`src/logic/agpc_pkg.sv`:
```
`default_nettype none
// ==========================================================================
// shared constants for the auxiliary pin configuration block
package agpc_pkg;
  localparam int AGPC_PINS = 6;
  localparam int AGPC_ADDR_W = 12;
  localparam int AGPC_REG_W = 16;
  // register indices; byte address is four times the index
  localparam logic [7:0] MODE_CFG_INDEX = 8'h16;
  localparam logic [7:0] DRIVE_CFG_INDEX = 8'h17;
  localparam logic [11:0] MODE_CFG_ADDR = {2'h0, MODE_CFG_INDEX, 2'h0};
  localparam logic [11:0] DRIVE_CFG_ADDR = {2'h0, DRIVE_CFG_INDEX, 2'h0};
  // mode register fields
  localparam int SERIAL_SEL_BIT = 15;
  localparam int DIGITAL_SEL_LSB = 8;
  localparam int DIRECTION_LSB = 0;
  localparam logic [15:0] MODE_CFG_RESET = 16'h3f00;
  localparam logic [15:0] MODE_CFG_WMASK = 16'hbf3f;
  // drive register fields
  localparam int DRIVE_VALUE_LSB = 8;
  localparam int LEVEL_SEEN_LSB = 0;
  localparam logic [15:0] DRIVE_CFG_RESET = 16'h0000;
  localparam logic [15:0] DRIVE_CFG_WMASK = 16'h3f00;
  // pins taken over by the serial controller
  localparam int SDA_PIN = 0;
  localparam int SCL_PIN = 1;
  localparam int SERIAL_PINS = 2;
endpackage
`default_nettype wire

```
`src/logic/agpc_pin_cell.sv`:
```
`default_nettype none
// ==========================================================================
// one multifunction pin: mode decode and registered pad controls
module agpc_pin_cell
(
  // clock and reset
  input wire logic clock,
  input wire logic rstn,
  // configuration
  input wire logic digital_pin_select,
  input wire logic pin_direction_select,
  input wire logic pin_drive_value,
  input wire logic serial_active,
  input wire logic serial_pull_low,
  // pad
  input wire logic pin_in,
  output logic pin_out,
  output logic pin_oe,
  output logic input_pulldown_resistor,
  output logic input_buf_en,
  output logic analog_sel,
  output logic level_seen
);
  logic gpio_on;
  assign gpio_on = !serial_active && digital_pin_select;

  // ==========================================================================
  // pad controls
  always_ff @(posedge clock or negedge rstn)
  begin
    if (!rstn)
    begin
      pin_out <= 1'b0;
      pin_oe <= 1'b0;
      input_pulldown_resistor <= 1'b1;
      input_buf_en <= 1'b1;
      analog_sel <= 1'b0;
    end
    else
    begin
      // open drain under the serial controller: only ever pull low
      pin_out <= serial_active ? 1'b0 : pin_drive_value;
      pin_oe <= serial_active ? serial_pull_low
                              : (gpio_on && pin_direction_select);
      input_pulldown_resistor <= gpio_on && !pin_direction_select;
      input_buf_en <= serial_active || digital_pin_select;
      analog_sel <= !serial_active && !digital_pin_select;
    end
  end

  // ==========================================================================
  // sampled level, zero unless the pin is a gpio
  always_ff @(posedge clock or negedge rstn)
  begin
    if (!rstn)
      level_seen <= 1'b0;
    else
      level_seen <= gpio_on ? pin_in : 1'b0;
  end
endmodule // agpc_pin_cell
`default_nettype wire

```
`src/logic/agpc_top.sv`:
```
`default_nettype none
// Overview of operation
// - bit 15 selects serial controller, default off
// - serial mode: pin0 open-drain data, pin1 clock
// - serial mode overrides all other pin0/1 settings
// - digital select bit: 0 analog, 1 gpio
// - pin0/1 digital select still stored, read back
// - direction bit: 0 input, 1 output, gpio only
// - gpio input enables weak pull-down, else off
// - output mode keeps input buffer active
// - pin0/1 direction still stored, read back
// - gpio output drives its drive-value bit
module agpc_top
  import agpc_pkg::*;
(
  // clock and reset
  input wire logic clock,
  input wire logic rstn,
  // apb slave
  input wire logic psel,
  input wire logic penable,
  input wire logic pwrite,
  input wire logic [AGPC_ADDR_W-1:0] paddr,
  input wire logic [31:0] pwdata,
  input wire logic [3:0] pstrb,
  output logic [31:0] prdata,
  output logic pready,
  output logic pslverr,
  // serial controller engine
  input wire logic sda_pull_low,
  input wire logic scl_pull_low,
  output logic sda_level,
  // pads
  input wire logic [AGPC_PINS-1:0] pin_in,
  output logic [AGPC_PINS-1:0] pin_out,
  output logic [AGPC_PINS-1:0] pin_oe,
  output logic [AGPC_PINS-1:0] input_pulldown_resistor,
  output logic [AGPC_PINS-1:0] input_buf_en,
  output logic [AGPC_PINS-1:0] analog_sel
);
  logic [AGPC_REG_W-1:0] mode_cfg;
  logic [AGPC_REG_W-1:0] drive_cfg;
  logic [AGPC_PINS-1:0] level_seen;
  logic setup_phase;
  logic write_done;
  logic addr_mode;
  logic addr_drive;
  logic [AGPC_REG_W-1:0] next_read;

  // expands the two low byte strobes into a bit mask
  function automatic logic [AGPC_REG_W-1:0] lane_mask(input logic [3:0] strobes);
    lane_mask = {{8{strobes[1]}}, {8{strobes[0]}}};
  endfunction

  function automatic logic [AGPC_REG_W-1:0] merge_write(
    input logic [AGPC_REG_W-1:0] old_value,
    input logic [31:0] data,
    input logic [3:0] strobes,
    input logic [AGPC_REG_W-1:0] wmask);
    logic [AGPC_REG_W-1:0] keep;
    keep = ~(lane_mask(strobes) & wmask);
    merge_write = (old_value & keep) | (data[AGPC_REG_W-1:0] & ~keep);
  endfunction

  assign setup_phase = psel && !penable;
  assign write_done = psel && penable && pready && pwrite && !pslverr;
  assign addr_mode = (paddr == MODE_CFG_ADDR);
  assign addr_drive = (paddr == DRIVE_CFG_ADDR);

  always_comb
  begin
    next_read = '0;
    if (addr_mode)
      next_read = mode_cfg;
    else if (addr_drive)
      next_read = {drive_cfg[15:8], 2'h0, level_seen};
  end

  // ==========================================================================
  // apb handshake: one wait-free access cycle
  always_ff @(posedge clock or negedge rstn)
  begin
    if (!rstn)
    begin
      pready <= 1'b0;
      pslverr <= 1'b0;
      prdata <= '0;
    end
    else
    begin
      pready <= setup_phase;
      if (setup_phase)
      begin
        pslverr <= !(addr_mode || addr_drive);
        prdata <= {16'h0000, next_read};
      end
      else
        pslverr <= 1'b0;
    end
  end

  // ==========================================================================
  // configuration registers
  always_ff @(posedge clock or negedge rstn)
  begin
    if (!rstn)
      mode_cfg <= MODE_CFG_RESET;
    else if (write_done && addr_mode)
      // masked bits never store, so reserved positions stay zero
      mode_cfg <= merge_write(mode_cfg, pwdata, pstrb, MODE_CFG_WMASK);
  end

  always_ff @(posedge clock or negedge rstn)
  begin
    if (!rstn)
      drive_cfg <= DRIVE_CFG_RESET;
    else if (write_done && addr_drive)
      drive_cfg <= merge_write(drive_cfg, pwdata, pstrb, DRIVE_CFG_WMASK);
  end

  // ==========================================================================
  // sda level to the serial engine; pins sampled straight, taken as synchronous
  always_ff @(posedge clock or negedge rstn)
  begin
    if (!rstn)
      sda_level <= 1'b1;
    else
      sda_level <= pin_in[SDA_PIN];
  end

  // ==========================================================================
  // pin cells
  genvar gi;
  generate
    for (gi = 0; gi < AGPC_PINS; gi++)
    begin : g_pin
      logic serial_active;
      logic serial_pull_low;
      assign serial_active = mode_cfg[SERIAL_SEL_BIT] && (gi < SERIAL_PINS);
      assign serial_pull_low = (gi == SDA_PIN) ? sda_pull_low : scl_pull_low;
      agpc_pin_cell u_cell
      (
        .clock(clock),
        .rstn(rstn),
        .digital_pin_select(mode_cfg[DIGITAL_SEL_LSB+gi]),
        .pin_direction_select(mode_cfg[DIRECTION_LSB+gi]),
        .pin_drive_value(drive_cfg[DRIVE_VALUE_LSB+gi]),
        .serial_active(serial_active),
        .serial_pull_low(serial_pull_low),
        .pin_in(pin_in[gi]),
        .pin_out(pin_out[gi]),
        .pin_oe(pin_oe[gi]),
        .input_pulldown_resistor(input_pulldown_resistor[gi]),
        .input_buf_en(input_buf_en[gi]),
        .analog_sel(analog_sel[gi]),
        .level_seen(level_seen[gi])
      );
    end
  endgenerate
endmodule // agpc_top
`default_nettype wire

```
`config.mk`:
```
export PLATFORM = sky130hd
export DESIGN_NAME = agpc_top
export DESIGN_NICKNAME = d
export VERILOG_FILES = /design/src/logic/agpc_pkg.sv /design/src/logic/agpc_pin_cell.sv /design/src/logic/agpc_top.sv
export SDC_FILE = /design/constraint.sdc
export NUM_CORES = 1
export LEC_CHECK = 0
export ABC_AREA = 1
export BUFFER_PORTS_ARGS = -buffer_cell sky130_fd_sc_hd__buf_2
export CAP_MARGIN = 15
export CORE_ASPECT_RATIO = 1.5
export CORE_UTILIZATION = 35
export DETAILED_ROUTE_END_ITERATION = 10
export PLACE_DENSITY = 0.64
export SLEW_MARGIN = 25
export SYNTH_ARGS = -nofsm -noshare
export SYNTH_HDL_FRONTEND = slang
export SYNTH_SLANG_ARGS = --single-unit
```
`constraint.sdc`:
```
create_clock -name clock -period 1.3 [get_ports clock]
set_clock_uncertainty 0.1 [all_clocks]
set_input_delay 0.26 -clock clock [delete_from_list [all_inputs] [get_ports clock]]
set_output_delay 0.26 -clock clock [all_outputs]
set_load 0.005 [all_outputs]
```
==> impl_metrics.tcl, run 1 <==
set metrics [dict create \
    status "finished, violations left" \
    violations "negative setup slack" \
    hold_class "in2reg" \
    die-area_sq_um 9350 \
    p_leak_nw 2.29 \
    clk_pin_slew_ns 0.06 \
    setup_ws_ns -0.0586 \
    die_h_microns 118 \
    track_usage 0.165 \
    muxShareOfSynthArea 0 \
    start_util 0.366 \
    yosysMostFrequentCell "nand2_1" \
    finalCritPeriodShare 1.05 \
    drc 0 \
    path_class "reg2reg" \
    fmax_ghz 0.736 \
    dp_slack_ns -0.211 \
    maxCapViolations 0 \
    grt_pass1_vias 2336 \
    hold_viol 0 \
    async_flop_share 1.00 \
    via_count 2334 \
    synthXorXnorAreaFrac 0 \
    cts-root-buf "clkbuf_16" \
    synth_top_family_by_area "simple AND/OR/NAND/NOR gates" \
    critPathMaxStageDelay_ns 0.39 \
    firstDrtPassIters 5 \
    synth_top_area_share 0.415 \
    port_buffers 85 \
    yosys.area_share.simple 0.255 \
    avgSynthCellArea_sq_um 9.12 \
    dp.final_hpwl_microns 4880 \
    synth_adder_area_share 0 \
    synth_edf_count 0 \
    netlist_top_cells_count "nand2_1 (112), dfrtp_1 (52), buf_4 (51)" \
    drive_gt1_frac 0.376 \
    cp.arrival_ns 1.52 \
    cp-start-kind "register" \
    worstPathRequired_ns 1.46 \
    ys_top_cells_by_area "dfrtp_1 (41%), dfstp_2 (16%), nand2_1 (13%)" \
    antenna_found_initial 0 \
    synth.cell_area_sq_um 3140 \
    grt_max_degree 72 \
    holdWs_ns 0.0297 \
    grt_pass1_wl_microns 11400 \
    grt_setup_unrepaired "yes" \
    placementRows 41 \
    crit_chain "inv_1 -> nand2_2 -> nor3b_4 -> buf_6 -> buf_8 -> nand3_1 -> nand2_1" \
    drv_slew 0 \
    ant_nets 0 \
    cts_tree "done" \
    nNetsFinal 481 \
    htreeDepth 3 \
    path_buf_inv 3 \
    cp_slowest_cell "dfrtp_1" \
    synth_seq_area_share 0.574 \
    fillCellCount 817 \
    end_kind "register" \
    synth_seq_cells 71 \
    synth_compound_area_frac 0 \
    netlist_instances 344 \
    synth_flop_cell "dfrtp_1" \
    power.density_nw_per_um2 1270 \
    path_max_fanout 7 \
    yosysTopAreaCell "dfrtp_1" \
    drt-total-wl_microns 7060 \
    ys_types 18 \
    routabilityCongestion 0.815 \
    clkLatencyLatePin_ns 0.33 \
    drt-initial-drc-count 105 \
    numCtsBuffers 9 \
    peakVddDrop_mv 0.733 \
    die_w_microns 79.3 \
    ios 126 \
    grt.overflow.total 0 \
    period_needed_ns 1.36 \
    area.growth.synth_to_final_pct 27.0 \
    diodes 0 \
    cts_sinks 71 \
    yosys_warnings 0 \
    setup_viol 17 \
    crit_family "simple AND/OR/NAND/NOR gates" \
    wl_per_cell_microns 13.3 \
    clockBufferDepth 2 \
    viasPerCell 4.39 \
    core-area_sq_um 8570 \
]
## placed cells by master, fill, tap and decap left out, drive strengths merged, types with 11 or more instances in the layout
cell type / count
nand2: 112
buf: 103
dfrtp: 52
nand3: 47
inv: 29
nor2: 23
dfstp: 19
conb: 19
clkbuf: 11
## layer usage
metal | track usage | part of all wire
met5 | 0 | 0
met4 | 0.0705 | 0.018
met3 | 0.0450 | 0.045
met2 | 0.289 | 0.55
met1 | 0.182 | 0.38
## per-stage QoR
stage	setup TNS [ns]	instance area [sq um]	total power [mW]	instances	utilization
detailed placement	-4.77	3490	2.45	512	0.408
floorplan	0	3220	2.36	362	-
finish	-0.463	3980	5.06	532	0.465
global route	-1.99	3980	5.27	532	0.465
CTS	-0.603	3910	5.11	532	0.456
global placement	-3.85	3490	2.45	512	0.408
## report_power, final
part / internal, mW / switching, mW
sequential: 2.22 / 0.00313
combinational: 0.0855 / 0.123
clock: 1.73 / 0.895
## final timing paths
kind                              start                      endpoint  slack [ns]  depth (start not counted)
max                             pslverr                      register       -0.06                          7
min                        scl_pull_low        g_pin[1].u_cell.pin_oe        0.03                          3
max reg2reg                     pslverr                      register       -0.06                          7
min reg2reg                    register  g_pin[4].u_cell.input_buf_en        0.30                          0
max in group asynchronous          rstn  g_pin[0].u_cell.input_buf_en        0.38                          3
min in group asynchronous          rstn    g_pin[3].u_cell.analog_sel        0.39                          3
## kinds of logic after synthesis
kind of cell / count (synthesis)
and+or+nand+nor: 185
buffers and inverters: 87
DFF: 71
other: 1
## worst min-delay path, cell delays in order
cell and delay [ns]:
buf_2 0.07, nand2_1 0.04, nand2_1 0.05
## what timing repair did
| action | 4_1_cts | 5_1_grt |
|---|---|---|
| setup endpoints to repair | 34 | 34 |
| gates cloned | 1 | 0 |
| hold endpoints to repair | 53 | 0 |
| buffers inserted | 1 | 0 |
| hold buffers | 2 | 0 |
| resized for setup | 14 | 15 |
| pin swaps | 14 | 16 |
## cell type report
type                       count  area [sq um]  share of cell area
tap                          107           134              0.0336
sequential                    71          1800               0.452
multi-input combinational    204           953               0.239
inverter                      29           109              0.0273
timing repair buffer         105           662               0.166
clock inverter                 5          81.3              0.0204
clock buffer                  11           243              0.0609
(Power assumes the default switching activity.)
==> run 2, diff against run 1 <==
Settings changed: MAX_ROUTING_LAYER set to met4.
==> run 2 against run 1 <==
Effect of this change: the flow still finishes with violations (negative setup slack); die area unchanged; sequential share of layout area stayed put; first-iteration DRC count fell by 9.5%; global-route usage rose by 0.50 points; clock power barely moved; largest power group unchanged; hold slack lost 0.0021 ns; wire length is essentially flat; core utilization stayed put; total power about the same.
==> impl_metrics.tcl, run 2 (synthesis results as in run 1) <==
set metrics [dict create \
    via_count 2352 \
    grt_max_degree 72 \
    grt.overflow.total 0 \
    worstPathRequired_ns 1.47 \
    drive_gt1_frac 0.376 \
    start_util 0.366 \
    firstDrtPassIters 4 \
    fmax_ghz 0.734 \
    dp.final_hpwl_microns 4880 \
    nNetsFinal 481 \
    path_max_fanout 7 \
    drt-total-wl_microns 7060 \
    cts_tree "done" \
    holdWs_ns 0.0276 \
    final_common_cell "nand2_1" \
    track_usage 0.170 \
    cp.arrival_ns 1.53 \
    htreeDepth 3 \
    dpl.cell_count 512 \
    clkLatencyLatePin_ns 0.33 \
    core-area_sq_um 8570 \
    path_class "reg2reg" \
    status "finished, violations left" \
    grt_pass1_wl_microns 11500 \
    drt-initial-drc-count 95 \
    p_leak_nw 2.29 \
    die_h_microns 118 \
    viasPerCell 4.42 \
    ant_nets 0 \
    drv_slew 0 \
    antenna_found_initial 0 \
    numCtsBuffers 9 \
    period_needed_ns 1.36 \
    cts_sinks 71 \
    end_kind "register" \
    hold_class "in2reg" \
    cp-start-kind "register" \
    cts-root-buf "clkbuf_16" \
    final_cells 532 \
    wl_per_cell_microns 13.3 \
    hold_viol 0 \
    maxCapViolations 0 \
    finalCritPeriodShare 1.05 \
    routabilityCongestion 0.827 \
    setup_ws_ns -0.0616 \
    layout_common_cells "nand2_1 (106), buf_2 (79), dfrtp_1 (52)" \
    die_w_microns 79.3 \
    power.density_nw_per_um2 1270 \
    setup_viol 17 \
    utilization 0.465 \
    drc 0 \
    grt_pass1_vias 2331 \
    port_buffers 85 \
    grt_setup_unrepaired "yes" \
    violations "negative setup slack" \
    die-area_sq_um 9350 \
    peakVddDrop_mv 0.735 \
    clockBufferDepth 2 \
    diodes 0 \
    placementRows 41 \
    clk_pin_slew_ns 0.06 \
    area.growth.synth_to_final_pct 27.0 \
    ios 126 \
]
==> run 2: worst max-delay path: stages, from the launching register on <==
cell	delay [ns]
dfrtp_1	0.39
inv_1	0.07
nand2_2	0.08
nor3b_4	0.19
buf_6	0.17
buf_8	0.14
nand3_1	0.09
nand2_1	0.07
==> run 2: path summary, 6_finish.rpt <==
kind	startpoint	endpoint	cells after the start	slack, ns
min	scl_pull_low	g_pin[1].u_cell.pin_oe	3	0.03
min reg2reg	register	g_pin[4].u_cell.input_buf_en	0	0.30
max in group asynchronous	rstn	sda_level	3	0.38
max	pslverr	register	7	-0.06
min in group asynchronous	rstn	g_pin[3].u_cell.analog_sel	3	0.39
max reg2reg	pslverr	register	7	-0.06
==> run 2: power by group <==
part | switching, mW | internal (mW) | leakage, nW
Sequential | 0.00314 | 2.22 | 0.889
Combinational | 0.123 | 0.0855 | 1.24
Clock | 0.896 | 1.73 | 0.156
==> run 2: layout make-up <==
cell class	count	area (sq um)
clock buffer	11	243
clock inverter	5	81.3
fill	817	4580
inverter	29	109
multi-input combinational	204	953
sequential	71	1800
tap	107	134
timing repair buffer	105	662
==> run 2: layer usage <==
metal	GRT usage	vias to the layer above	share of wire
met2	0.289	80	0.54
li1	-	1137	-
met3	0.0380	12	0.039
met1	0.188	1123	0.39
met5	-	-	0
met4	0.0705	0	0.022
==> run 2: stage by stage <==
step / setup WS (ns) / setup TNS [ns] / total power [mW] / area, sq um
floorplan: 0.00424 / 0 / 2.36 / 3220
global placement: -0.181 / -3.85 / 2.45 / 3490
detailed placement: -0.211 / -4.77 / 2.45 / 3490
CTS: -0.0445 / -0.603 / 5.11 / 3910
global route: -0.122 / -1.99 / 5.28 / 3980
finish: -0.0616 / -0.503 / 5.06 / 3980
==> run 2: timing repair <==
| item | in CTS | in global routing |
|---|---|---|
| hold endpoints to repair | 53 | 0 |
| hold buffers | 2 | 0 |
| buffers inserted | 1 | 0 |
| resized for setup | 14 | 15 |
| pin swaps | 14 | 16 |
| endpoints found under the setup margin | 34 | 34 |
| cloned | 1 | 0 |
